--- config.mk ---
export PLATFORM = sky130hd
export DESIGN_NAME = afs_flag_unit
export DESIGN_NICKNAME = d
export VERILOG_FILES = /design/src/afs_pkg.sv /design/src/afs_sticky.sv /design/src/afs_history.sv /design/src/afs_flag_unit.sv
export SDC_FILE = /design/constraint.sdc
export NUM_CORES = 1
export LEC_CHECK = 0
export CORE_ASPECT_RATIO = 0.9
export CORE_UTILIZATION = 40
export DETAILED_ROUTE_END_ITERATION = 12
export DONT_BUFFER_PORTS = 1
export SLEW_MARGIN = 20
export SYNTH_ARGS = -nofsm -noshare
export SYNTH_HDL_FRONTEND = slang
export SYNTH_HIERARCHICAL = 1
export SYNTH_SLANG_ARGS = --single-unit
export TNS_END_PERCENT = 10
--- constraint.sdc ---
create_clock -name sys_clk -period 1.85 [get_ports sys_clk]
set_input_delay 0.0925 -clock sys_clk [delete_from_list [all_inputs] [get_ports sys_clk]]
set_output_delay 0.0925 -clock sys_clk [all_outputs]
set_load 0.005 [all_outputs]
--- src/afs_pkg.sv ---
// Constants, register map and operation classes of the ALU status flag unit
package afs_pkg;
  // Register bus geometry
  localparam int AFS_ADDR_W = 8;
  localparam int AFS_DATA_W = 32;
  // Register byte offsets
  localparam logic [7:0] AFS_OFS_ARITH_STATUS_REG = 8'h00; // Arithmetic status
  localparam logic [7:0] AFS_OFS_STICKY_STATUS_REG = 8'h04; // Sticky exceptions
  localparam logic [7:0] AFS_OFS_IRQ_STAT = 8'h08; // Interrupt status, read only
  localparam logic [7:0] AFS_OFS_IRQ_CLR = 8'h0C; // Interrupt clear, write only
  localparam logic [7:0] AFS_OFS_IRQ_EN = 8'h10; // Interrupt enable
  // Arithmetic status field positions
  localparam int AFS_B_ZERO = 0;
  localparam int AFS_B_OVF = 1;
  localparam int AFS_B_NEG = 2;
  localparam int AFS_B_CARRY = 3;
  localparam int AFS_B_SIGN = 4;
  localparam int AFS_B_INV = 5;
  localparam int AFS_B_FLOAT = 10;
  localparam int AFS_B_HIST = 24;
  localparam int AFS_HIST_W = 8;
  // Sticky status field positions
  localparam int AFS_S_UNDER = 0;
  localparam int AFS_S_FPOVF = 1;
  localparam int AFS_S_FXOVF = 2;
  localparam int AFS_S_INV = 5;
  // Internal sticky vector: one bit per exception, also the interrupt layout
  localparam int AFS_NSTK = 4;
  localparam int AFS_I_UNDER = 0;
  localparam int AFS_I_FPOVF = 1;
  localparam int AFS_I_FXOVF = 2;
  localparam int AFS_I_INV = 3;
  // Reset values
  localparam logic [5:0] AFS_RST_FLAGS = 6'h00;
  localparam logic [7:0] AFS_RST_HIST = 8'h00;
  localparam logic [3:0] AFS_RST_STK = 4'h0;
  // Largest unbiased exponent that still fits
  localparam logic signed [9:0] AFS_EXP_MAX = 10'sd127;
  // Saturation values for fixed-point overflow
  localparam logic [31:0] AFS_SAT_POS = 32'h7FFFFFFF;
  localparam logic [31:0] AFS_SAT_NEG = 32'h80000000;
  // Operation classes as far as flag generation cares
  typedef enum logic [2:0] {
    AFS_OP_ARITH,     // Add, subtract, carry forms, negate, scale, float
    AFS_OP_AVERAGE,   // Halving add: never overflows
    AFS_OP_LOGIC,     // Logic, pass, min, max, clip, copysign
    AFS_OP_MAGNITUDE, // Absolute value
    AFS_OP_SIGEXT,    // Significand extract
    AFS_OP_COMPARE,   // Compare: flags only, no result
    AFS_OP_TO_FIXED   // Float to fixed conversion
  } afs_op_e;
endpackage

--- src/afs_sticky.sv ---
// Bank of sticky bits with software load or clear and hardware set
`timescale 1ns/1ps
module afs_sticky
  import afs_pkg::*;
#(
  parameter int WIDTH = 4,
  parameter bit SET_WINS = 1'b1
) (
  input wire logic sys_clk,
  input wire logic rst_n,
  input wire logic [WIDTH-1:0] set_bits,
  input wire logic load,
  input wire logic [WIDTH-1:0] load_bits,
  input wire logic [WIDTH-1:0] clr_bits,
  output logic [WIDTH-1:0] q
);
  // One flop per bit; hardware can only raise a bit
  for (genvar i = 0; i < WIDTH; i++) begin : g_bit
    always_ff @(posedge sys_clk or negedge rst_n) begin
      if (!rst_n) begin
        q[i] <= 1'b0;
      end else if (load && !SET_WINS) begin
        // A direct load supersedes the event of the same cycle
        q[i] <= load_bits[i];
      end else if (set_bits[i]) begin
        // Event beats a clear so that none is lost
        q[i] <= 1'b1;
      end else if (clr_bits[i]) begin
        q[i] <= 1'b0;
      end
    end
  end
endmodule

--- src/afs_history.sv ---
// Compare history shift register, loadable by software
`timescale 1ns/1ps
module afs_history
  import afs_pkg::*;
#(
  parameter int DEPTH = AFS_HIST_W
) (
  input wire logic sys_clk,
  input wire logic rst_n,
  input wire logic load,
  input wire logic [DEPTH-1:0] load_bits,
  input wire logic shift,
  input wire logic new_bit,
  output logic [DEPTH-1:0] history
);
  // Load wins; a shift drops bit 0 and enters the newest result at the top
  always_ff @(posedge sys_clk or negedge rst_n) begin
    if (!rst_n) begin
      history <= AFS_RST_HIST;
    end else if (load) begin
      history <= load_bits;
    end else if (shift) begin
      history <= {new_bit, history[DEPTH-1:1]};
    end
  end
endmodule

--- src/afs_flag_unit.sv ---
// ALU status and sticky flag generation with register port and interrupt
//
// How it works
// - Flags registered at operation end, readable next
// - Software status writes beat same-cycle flag updates
// - Zero flag: result zero or float underflow
// - Float result tiny sets sticky underflow, zero
// - Negative flag follows result sign
// - Fixed overflow: two top bits differ
// - Float overflow: unbiased exponent above 127
// - Carry from fixed arithmetic and halving add; cleared otherwise
// - Carry forms consume the current carry flag
// - Sign flag only for magnitude and extract
// - Invalid on NaN, bad infinities, conversion; conversion only with saturation off
// - Float op flag shows last operation type
// - Compare history shifts down, newest at top
// - Operations only raise sticky flags
// - Sticky flags hold until software clears
// - Status bits 0-5 and 10 layout
// - Overflow is pre-saturation; saturation optional
// - Sticky bits 0, 1, 2 and 5 layout
//
// Decided for this implementation: the placing of the registers and the address-and-strobe port.
`timescale 1ns/1ps
module afs_flag_unit
  import afs_pkg::*;
(
  input wire logic sys_clk,
  input wire logic rst_n,
  input wire logic [AFS_ADDR_W-1:0] reg_addr,
  input wire logic [AFS_DATA_W-1:0] reg_wdata,
  input wire logic reg_wr,
  input wire logic reg_rd,
  output logic [AFS_DATA_W-1:0] reg_rdata,
  input wire logic op_valid,
  input wire logic op_float,
  input wire afs_op_e op_kind,
  input wire logic op_subtract,
  input wire logic saturate_enable,
  input wire logic [32:0] fix_result_ext,
  input wire logic fix_carry_out,
  input wire logic fp_result_zero,
  input wire logic fp_result_negative,
  input wire logic fp_tiny,
  input wire logic signed [9:0] fp_exponent,
  input wire logic x_negative,
  input wire logic y_negative,
  input wire logic x_nan,
  input wire logic y_nan,
  input wire logic x_inf,
  input wire logic y_inf,
  input wire logic fix_conv_overflow,
  input wire logic cmp_x_gt_y,
  output logic carry_in,
  output logic [31:0] result_out,
  output logic [31:0] arith_status_reg,
  output logic [31:0] sticky_status_reg,
  output logic irq
);
  // Current flags, bit order as in the status register
  logic zero_flag;
  logic overflow_flag;
  logic negative_flag;
  logic carry_flag;
  logic sign_flag;
  logic invalid_flag;
  logic float_op_flag;
  logic [AFS_HIST_W-1:0] compare_history;
  // Next values computed from this cycle's operation
  logic next_zero;
  logic next_overflow;
  logic next_negative;
  logic next_carry;
  logic next_sign;
  logic next_invalid;
  logic [31:0] next_result;
  logic [AFS_NSTK-1:0] next_sticky_set;
  // Sticky exception bits and interrupt bookkeeping
  logic [AFS_NSTK-1:0] sticky_q;
  logic [AFS_NSTK-1:0] irq_status;
  logic [AFS_NSTK-1:0] irq_enable;
  logic [AFS_NSTK-1:0] irq_events;
  // Decoded register writes
  logic arith_status_reg_wr;
  logic sticky_status_reg_wr;
  logic irq_clr_wr;
  logic irq_en_wr;
  logic fix_ovf;
  logic fp_ovf;
  logic tiny_hit;
  logic inf_clash;
  logic [AFS_NSTK-1:0] sticky_status_reg_load;

  assign arith_status_reg_wr = reg_wr && (reg_addr == AFS_OFS_ARITH_STATUS_REG);
  assign sticky_status_reg_wr = reg_wr && (reg_addr == AFS_OFS_STICKY_STATUS_REG);
  assign irq_clr_wr = reg_wr && (reg_addr == AFS_OFS_IRQ_CLR);
  assign irq_en_wr = reg_wr && (reg_addr == AFS_OFS_IRQ_EN);

  // Carry forms see the flag as left by the previous operation
  assign carry_in = carry_flag;

  // Raw overflow terms, qualified by operation class below; judged on the unsaturated result
  assign fix_ovf = fix_result_ext[32] ^ fix_result_ext[31];
  assign fp_ovf = (fp_exponent > AFS_EXP_MAX);
  // Underflow only for ops that yield a float or convert to fixed
  assign tiny_hit = op_float && fp_tiny && (op_kind != AFS_OP_COMPARE);
  // Infinities that cancel: opposite signs added, like signs subtracted
  assign inf_clash = x_inf && y_inf && (op_subtract ? (x_negative == y_negative)
                                                    : (x_negative != y_negative));

  // Flag evaluation for the operation in flight
  always_comb begin
    next_result = fix_result_ext[31:0];
    next_overflow = 1'b0;
    next_carry = 1'b0;
    next_invalid = 1'b0;
    next_sticky_set = '0;
    if (!op_float) begin
      // Saturate only when enabled; otherwise the low word passes unaltered
      if (fix_ovf && saturate_enable) begin
        next_result = fix_result_ext[32] ? AFS_SAT_NEG : AFS_SAT_POS;
      end
      if (op_kind == AFS_OP_ARITH || op_kind == AFS_OP_MAGNITUDE) begin
        next_overflow = fix_ovf;
        next_sticky_set[AFS_I_FXOVF] = fix_ovf;
      end
      if (op_kind == AFS_OP_ARITH || op_kind == AFS_OP_AVERAGE) begin
        next_carry = fix_carry_out;
      end
      next_zero = (next_result == 32'h00000000);
      next_negative = next_result[31];
    end else begin
      // Halving, logic-like and compare forms cannot overflow
      if (op_kind != AFS_OP_AVERAGE && op_kind != AFS_OP_LOGIC &&
          op_kind != AFS_OP_COMPARE) begin
        next_overflow = fp_ovf;
        next_sticky_set[AFS_I_FPOVF] = fp_ovf;
      end
      next_invalid = x_nan || y_nan || ((op_kind == AFS_OP_ARITH) && inf_clash) ||
                     ((op_kind == AFS_OP_TO_FIXED) && !saturate_enable &&
                      (fix_conv_overflow || x_inf));
      next_sticky_set[AFS_I_INV] = next_invalid;
      next_sticky_set[AFS_I_UNDER] = tiny_hit;
      next_zero = fp_result_zero || tiny_hit;
      next_negative = fp_result_negative;
    end
    // Sign of X is reported for magnitude and extract only
    next_sign = ((op_kind == AFS_OP_MAGNITUDE) ||
                 (op_kind == AFS_OP_SIGEXT)) && x_negative;
  end

  // Per-operation flags; a software write that cycle supersedes them
  always_ff @(posedge sys_clk or negedge rst_n) begin
    if (!rst_n) begin
      {invalid_flag, sign_flag, carry_flag, negative_flag, overflow_flag,
       zero_flag} <= AFS_RST_FLAGS;
      float_op_flag <= 1'b0;
    end else if (arith_status_reg_wr) begin
      // Explicit write wins over the operation of the same cycle
      {invalid_flag, sign_flag, carry_flag, negative_flag, overflow_flag,
       zero_flag} <= reg_wdata[AFS_B_INV:AFS_B_ZERO];
      float_op_flag <= reg_wdata[AFS_B_FLOAT];
    end else if (op_valid) begin
      // Registered at the end of the operation cycle
      zero_flag <= next_zero;
      overflow_flag <= next_overflow;
      negative_flag <= next_negative;
      carry_flag <= next_carry;
      sign_flag <= next_sign;
      invalid_flag <= next_invalid;
      float_op_flag <= op_float;
    end
  end

  // Returned data come from a flop, like the flags
  always_ff @(posedge sys_clk or negedge rst_n) begin
    if (!rst_n) begin
      result_out <= 32'h00000000;
    end else if (op_valid) begin
      result_out <= next_result;
    end
  end

  // Compare history: shifts on every compare unless software loads it
  afs_history #(
    .DEPTH(AFS_HIST_W)
  ) u_history (
    .sys_clk(sys_clk),
    .rst_n(rst_n),
    .load(arith_status_reg_wr),
    .load_bits(reg_wdata[AFS_B_HIST +: AFS_HIST_W]),
    .shift(op_valid && (op_kind == AFS_OP_COMPARE)),
    .new_bit(cmp_x_gt_y),
    .history(compare_history)
  );

  // Sticky exceptions: operations raise, software write reloads
  assign sticky_status_reg_load = {reg_wdata[AFS_S_INV], reg_wdata[AFS_S_FXOVF],
                      reg_wdata[AFS_S_FPOVF], reg_wdata[AFS_S_UNDER]};
  afs_sticky #(
    .WIDTH(AFS_NSTK),
    .SET_WINS(1'b0)
  ) u_sticky (
    .sys_clk(sys_clk),
    .rst_n(rst_n),
    .set_bits(op_valid ? next_sticky_set : '0),
    .load(sticky_status_reg_wr),
    .load_bits(sticky_status_reg_load),
    .clr_bits('0),
    .q(sticky_q)
  );

  // Interrupt status: a sticky bit newly rising is an event
  assign irq_events = (op_valid && !sticky_status_reg_wr) ? (next_sticky_set & ~sticky_q) : '0;
  afs_sticky #(
    .WIDTH(AFS_NSTK),
    .SET_WINS(1'b1)
  ) u_irq_status (
    .sys_clk(sys_clk),
    .rst_n(rst_n),
    .set_bits(irq_events),
    .load(1'b0),
    .load_bits('0),
    .clr_bits(irq_clr_wr ? reg_wdata[AFS_NSTK-1:0] : '0),
    .q(irq_status)
  );

  // Interrupt enable register
  always_ff @(posedge sys_clk or negedge rst_n) begin
    if (!rst_n) begin
      irq_enable <= AFS_RST_STK;
    end else if (irq_en_wr) begin
      irq_enable <= reg_wdata[AFS_NSTK-1:0];
    end
  end

  // Level interrupt while any enabled status bit is set
  assign irq = |(irq_status & irq_enable);

  // Register images, reserved bits read as zero
  always_comb begin
    arith_status_reg = 32'h00000000;
    arith_status_reg[AFS_B_INV:AFS_B_ZERO] = {invalid_flag, sign_flag, carry_flag,
                                              negative_flag, overflow_flag,
                                              zero_flag};
    arith_status_reg[AFS_B_FLOAT] = float_op_flag;
    arith_status_reg[AFS_B_HIST +: AFS_HIST_W] = compare_history;
    sticky_status_reg = 32'h00000000;
    sticky_status_reg[AFS_S_UNDER] = sticky_q[AFS_I_UNDER];
    sticky_status_reg[AFS_S_FPOVF] = sticky_q[AFS_I_FPOVF];
    sticky_status_reg[AFS_S_FXOVF] = sticky_q[AFS_I_FXOVF];
    sticky_status_reg[AFS_S_INV] = sticky_q[AFS_I_INV];
  end

  // Read data stand only in the cycle after the strobe; unmapped reads zero
  always_ff @(posedge sys_clk or negedge rst_n) begin
    if (!rst_n) begin
      reg_rdata <= 32'h00000000;
    end else if (!reg_rd) begin
      reg_rdata <= 32'h00000000;
    end else begin
      unique case (reg_addr)
        AFS_OFS_ARITH_STATUS_REG: reg_rdata <= arith_status_reg;
        AFS_OFS_STICKY_STATUS_REG: reg_rdata <= sticky_status_reg;
        AFS_OFS_IRQ_STAT: reg_rdata <= {28'h0000000, irq_status};
        AFS_OFS_IRQ_EN: reg_rdata <= {28'h0000000, irq_enable};
        default: reg_rdata <= 32'h00000000;
      endcase
    end
  end
endmodule

; ---- Word-level counts from Yosys, hierarchy flattened
; Index checks and enable logic that the tools add are counted.
; Widths: inputs -> output; s select.
[word_totals]
inputBits = 106
register_bits = 91
elab_cells = 131
out_inout_bits = 130
[op_classes]
n_reduce_logical = 41
order_cmp = 1
n_eq_ne = 14
n_mux = 52
bitwise_logic = 4
[ops]
columns = operator, n
row1 = $mux 32, 5
row2 = $pmux 32 s4, 1
row3 = $mux 1, 40
row4 = $logic_not 32->1, 1
row5 = $reduce_bool 2->1, 10
row6 = $logic_and 1x1->1, 17
row7 = $eq 8x4->1 const B, 2
row8 = $mux 8, 2
row9 = $mux 4, 3
row10 = $gt 10x8->1 const B, 1
row11 = $eq 3x3->1 const B, 3
row12 = $and 4x4->4, 2
row13 = $eq 8x3->1 const B, 1
row14 = $eq 8x5->1 const B, 1
row15 = $logic_not 8->1, 1
row16 = $logic_or 1x1->1, 8
row17 = $not 4->4, 1
row18 = $reduce_or 4->1, 1
row19 = $eq 3x1->1 const B, 1
row20 = $eq 3x2->1 const B, 1
row21 = $logic_not 3->1, 1
row22 = $ne 3x1->1 const B, 1
row23 = $ne 3x2->1 const B, 1
row24 = $ne 3x3->1 const B, 1
row25 = other kinds (5), 6

; ---- Logic depth before layout (Yosys ltp)
[logic_depth]
word_depth = 10
depth_mapped = 7
mapped_depth_nobuf = 7

; ---- By module
; The synthesis kept the hierarchy.
[by_module_without_submodules]
columns = mod, cells_per_inst, n_inst, seq_area_each_um2, area_each_um2
row1 = afs_flag_unit, 385, 1, 1451.4, 3428.3
row2 = afs_history, 34, 1, 200.2, 372.9
row3 = afs_sticky (u_sticky), 20, 1, 100.1, 205.2
row4 = afs_sticky (u_irq_status), 12, 1, 100.1, 145.1

; ---- Worst setup path after synthesis
; Ideal clock, no wire load.
[synth_path]
path_type = input to register
startpoint = input port reg_addr[7]
endpoint = register u_irq_status.q[3]
path_slack_ps = 208
required_time_ps = 1732
setup_time_ps = 118
t_arrival_ps = 1524
cell_stages = 6
path_buffers = 0
path_cell_list = or4_4 nor3_4 nand3_1 nor2_1 nor3_1 a21o_1
[synth_via]
elab_chain_len = 6
elab_cells_between_ends = 10
classes_between = 2 x eq/ne / 3 x mux / 5 x reduce/logical
[synth_lines]
columns = element, line_no
row1 = from (decl), afs_flag_unit.sv:30  ; input wire logic [AFS_ADDR_W-1:0] reg_addr,
row2 = $eq 8x3->1 *, afs_flag_unit.sv:95  ; assign sticky_status_reg_wr = reg_wr && (reg_addr == AFS_OFS_STICKY_STATUS_REG);
row3 = $logic_and 1x1->1 *, afs_flag_unit.sv:95
row4 = named net sticky_status_reg_wr, afs_flag_unit.sv:85  ; logic sticky_status_reg_wr;
row5 = $logic_not 1->1 *, afs_flag_unit.sv:214  ; assign irq_events = (op_valid && !sticky_status_reg_wr) ? (next_sticky_set & ~sticky_q) : '0;
row6 = $logic_and 1x1->1 *, afs_flag_unit.sv:214
row7 = $mux 4 *, afs_flag_unit.sv:214
row8 = named net irq_events[3], afs_flag_unit.sv:82  ; logic [AFS_NSTK-1:0] irq_events;
row9 = $mux 1 / $reduce_bool 2->1 (equally long branches), n/a
row10 = "to (signal, indexed assignment)", afs_sticky.sv:24  ; q[i] <= load_bits[i];
row11 = to (decl), afs_sticky.sv:15  ; output logic [WIDTH-1:0] q
; Mark *: on every way through the listed nets, which the timed path passes. The rest lies on a longest branch.
; A chain may end at the register's enable or synchronous reset.

; ---- Final worst setup path
[layout_path]
startpoint = input port reg_addr[7]
endpoint = register float_op_flag
[layout_via]
elab_chain_len = 3
elab_cells_between_ends = 4
classes_between = 1 x mux / 3 x reduce/logical
[layout_lines]
columns = element, line_no
row1 = $logic_not 8->1 *, afs_flag_unit.sv:94  ; assign arith_status_reg_wr = reg_wr && (reg_addr == AFS_OFS_ARITH_STATUS_REG);
row2 = $logic_and 1x1->1 *, afs_flag_unit.sv:94
row3 = named net arith_status_reg_wr, afs_flag_unit.sv:84  ; logic arith_status_reg_wr;
row4 = $mux 1 / $reduce_bool 2->1 (equally long branches), n/a
row5 = to (signal assigned), afs_flag_unit.sv:162  ; float_op_flag <= reg_wdata[AFS_B_FLOAT];
row6 = to (signal assigned), afs_flag_unit.sv:171  ; float_op_flag <= op_float;
row7 = to (decl), afs_flag_unit.sv:67  ; logic float_op_flag;
; Marked as above.

==> reports/metrics.cfg <==
[worst_setup_path]
cp-start-kind = primary input
critPathMaxFanout = 23
r2r_end = reg_rdata[5]$_DFF_PN0_
rrSetupSlack_ns = 0.40
endpoint_kind = flop
critPathSlowestCell = dlygate4sd3_1
critPathArrivalTime_ns = 1.95
worstPathRequired_ns = 2.05
crit_start = reg_addr[7]
r2r_cells = 3
timing.rr.start = u_sticky/q[3]$_DFFE_PN0P_
max_stage_delay_ns = 0.56
worstSetupPathType = primary input to flop
worstPathCellList = or4_4 -> nor3_4 -> nand3_4 -> clkinv_2 -> o21ai_0 -> dlygate4sd3_1

[layout]
final_util_pct = 49.26
final_nets = 603
fill_cells = 932
final_area_sq_um = 4862
finalNonFillerCells = 628
layout-area-overhead-vs-synth_pct = 17.12
drive_gt1_share_pct = 8.566
n_antenna_cell = 0

[place]
placed_area_sq_um = 3948
portBuffers = 0
place_congestion = 0.8093
place_inst = 557
hpwl_microns = 6989

[global_routing]
overflow = 0
antenna_found_initial = 0
grt_pass1_wl_microns = 15750
grtUsageTotal_pct = 19.16
grt_max_degree = 75
grt_pass1_vias = 3106

[die]
die_y_microns = 98.65
std_cell_rows = 34
initial_core_util_pct = 42.06
dieWidth_microns = 109.4
core_region_area_sq_um = 9869
die_area_sq_um = 10790
io_pins = 236

[sta]
rsz0062_at_grt = no
fmax_mhz = 571.4
tns_ns = 0
whs_ns = 0.01715
finalMaxSlewViolations = 0
finalClockSkew_ns = 0.009530
setup_viol = 0
hold_viol = 0
post-route-min-period_ns = 1.750
post-route-period-util_pct = 94.60

[detailed_routing]
first_iter_violations = 223
wl_per_cell_microns = 16.81
viasPerCell = 5.048
via_count = 3170
first_pass_iters = 6
drt-total-wl_microns = 10560
ant_nets = 0
drc = 0

[yosys]
ys_seq_area_share_pct = 44.61
synth_edf_count = 0
ys_types = 49
ys_seq_elements = 74
synth.avg_cell_area_sq_um = 9.205
syn_inst = 451
synth_async_sr_flop_share_pct = 100.0
synth_area_sq_um = 4151
yosys_warnings = 6
synth_flop_cell = dfrtp_1

[pwr]
switching_power_uw = 1126
seq_power_share_pct = 44.6
irDropWorstVdd_uv = 612.1
cellPowerDensity_nw_per_um2 = 899.7
p_leak_uw = 0.002140
p_int_uw = 3248
p_comb_share_pct = 11.6
p_clk_share_pct = 43.8
p_sw_share_pct = 25.74

[run_status]
outcome = finished clean

[cts]
root_buffer = clkbuf_16
clkTransAtPathRegs_ns = 0.06
htree_levels = 3
worstSkewPairLatency_ns = 0.33
clock_path_buffers = 2
cts.sinks = 74
numCtsBuffers = 9
cts_tree = built

[worst_hold_path]
worstHoldPathCells = 2
whs_endpoint = u_sticky/q[0]$_DFFE_PN0P_
min-delay-start = reg_wdata[0]
hold_class = primary input to flop

[job]
drv_cap = 0

==> timing repair <==
| action | in CTS | in global routing |
|---|---|---|
| hold buffers | 55 | 0 |
| gates resized for setup | 0 | 0 |
| buffers inserted | 0 | 0 |
| hold endpoints to repair | 128 | 0 |
==> Yosys cell counts (3+ instances only) <==
cell	instances	area, sq um
o21ai_1	9	45.04
a21o_1	4	30.03
inv_1	12	45.04
buf_6	5	56.30
nand2b_1	5	31.28
nor2b_1	4	25.02
and2b_1	4	30.03
and2_1	11	68.82
a22oi_1	5	37.54
nor4_1	7	43.79
dfrtp_1	74	1852
o21ai_0	9	45.04
nand3_1	3	15.01
clkbuf_1	13	48.80
a21oi_2	4	35.03
nor2_1	55	206.5
mux2_2	6	67.56
mux2i_1	15	150.1
buf_4	71	533.0
nor3_1	7	35.03
a21oi_1	71	355.3
nand2_1	24	90.09
==> area by class of cell <==
cell class              instances  area, sq um  share of cell area (%)
inverters                      13        50.05                   1.029
flip-flops and latches         74         1852                   38.09
repair buffers                 60        623.1                   12.82
clock buffers                  10        239.0                   4.915
multi-input cells             339         1851                   38.06
clock inverters                 6        90.09                   1.853
well taps                     126        157.7                   3.242
==> critical path: cells and delay by family <==
family | cells | cell delay (ns)
simple gates | 3 | 0.93
buf+inv | 2 | 0.80
compound gates | 1 | 0.12
==> worst max path at each step <==
stage	slack (ns)	cells after the start	end
2_1_floorplan	0.21	6	u_irq_status/q[3]$_DFFE_PN0P_
3_3_place_gp	0.21	6	u_irq_status/q[0]$_DFFE_PN0P_
3_5_place_dp	0.17	6	u_irq_status/q[2]$_DFFE_PN0P_
4_1_cts	0.12	6	float_op_flag$_DFFE_PN0P_
5_1_grt	0.02	7	u_history/history[7]$_DFFE_PN0P_
6_report	0.1	6	float_op_flag$_DFFE_PN0P_
==> state kept, by name, summed over array words and instances, names as in the netlist <==
| register | count |
|---|---|
| negative_flag | 1 |
| overflow_flag | 1 |
| result_out | 32 |
| invalid_flag | 1 |
| u_history/history | 8 |
| sign_flag | 1 |
| reg_rdata | 15 |
| u_sticky/q | 4 |
| float_op_flag | 1 |
| zero_flag | 1 |
| irq_enable | 4 |
| u_irq_status/q | 4 |
| carry_in | 1 |
==> layer usage <==
| metal | GRT usage, % | vias up | wire length (microns) |
|---|---|---|---|
| met5 | 0 | - | 0 |
| met1 | 23.45 | 1500 | 4311 |
| met4 | 4.615 | 0 | 93 |
| met3 | 6.415 | 10 | 977 |
| met2 | 32.32 | 165 | 5173 |
| li1 | - | 1495 | - |
==> power groups by stage <==
stage	logic (uW)	registers, uW	clock network (uW)
finish	507	1950	1910
global route	574	1980	2020
CTS	504	1950	1970
detailed placement	336	1980	0
global placement	321	1980	0
floorplan	440	1920	0
==> logic make-up (layout without fill, tap and decap cells) <==
group	after synthesis	count (layout)	synth area share (%)
AO/OA/AOI/OAI	112	112	15.55
XOR/XNOR	3	3	0.6330
buffers and inverters	103	89	16.70
flip-flops	74	74	44.61
multiplexers	21	21	5.244
other	1	66	0.09033
AND/OR/NAND/NOR	137	137	17.18
==> stage by stage <==
stage / total power (uW) / setup slack (ns)
2_1_floorplan: 2362 / 0.2077
3_3_place_gp: 2302 / 0.2088
3_5_place_dp: 2315 / 0.1668
4_1_cts: 4430 / 0.1223
5_1_grt: 4572 / 0.01713
6_report: 4374 / 0.09984
==> placed cells by master, fill, tap and decap left out, types with 5 or more instances in the layout <==
cell type	instances
mux2_2	6
dfrtp_1	74
conb_1	66
nor4_1	7
buf_4	5
a21oi_1	71
nand2b_1	5
nor2_1	55
nand2_1	24
a22oi_1	5
mux2i_1	15
o21ai_0	9
inv_1	12
clkbuf_16	9
and2_1	11
dlygate4sd3_1	53
nor3_1	7
o21ai_1	9
Note: power is estimated with default switching activity, not from simulation.
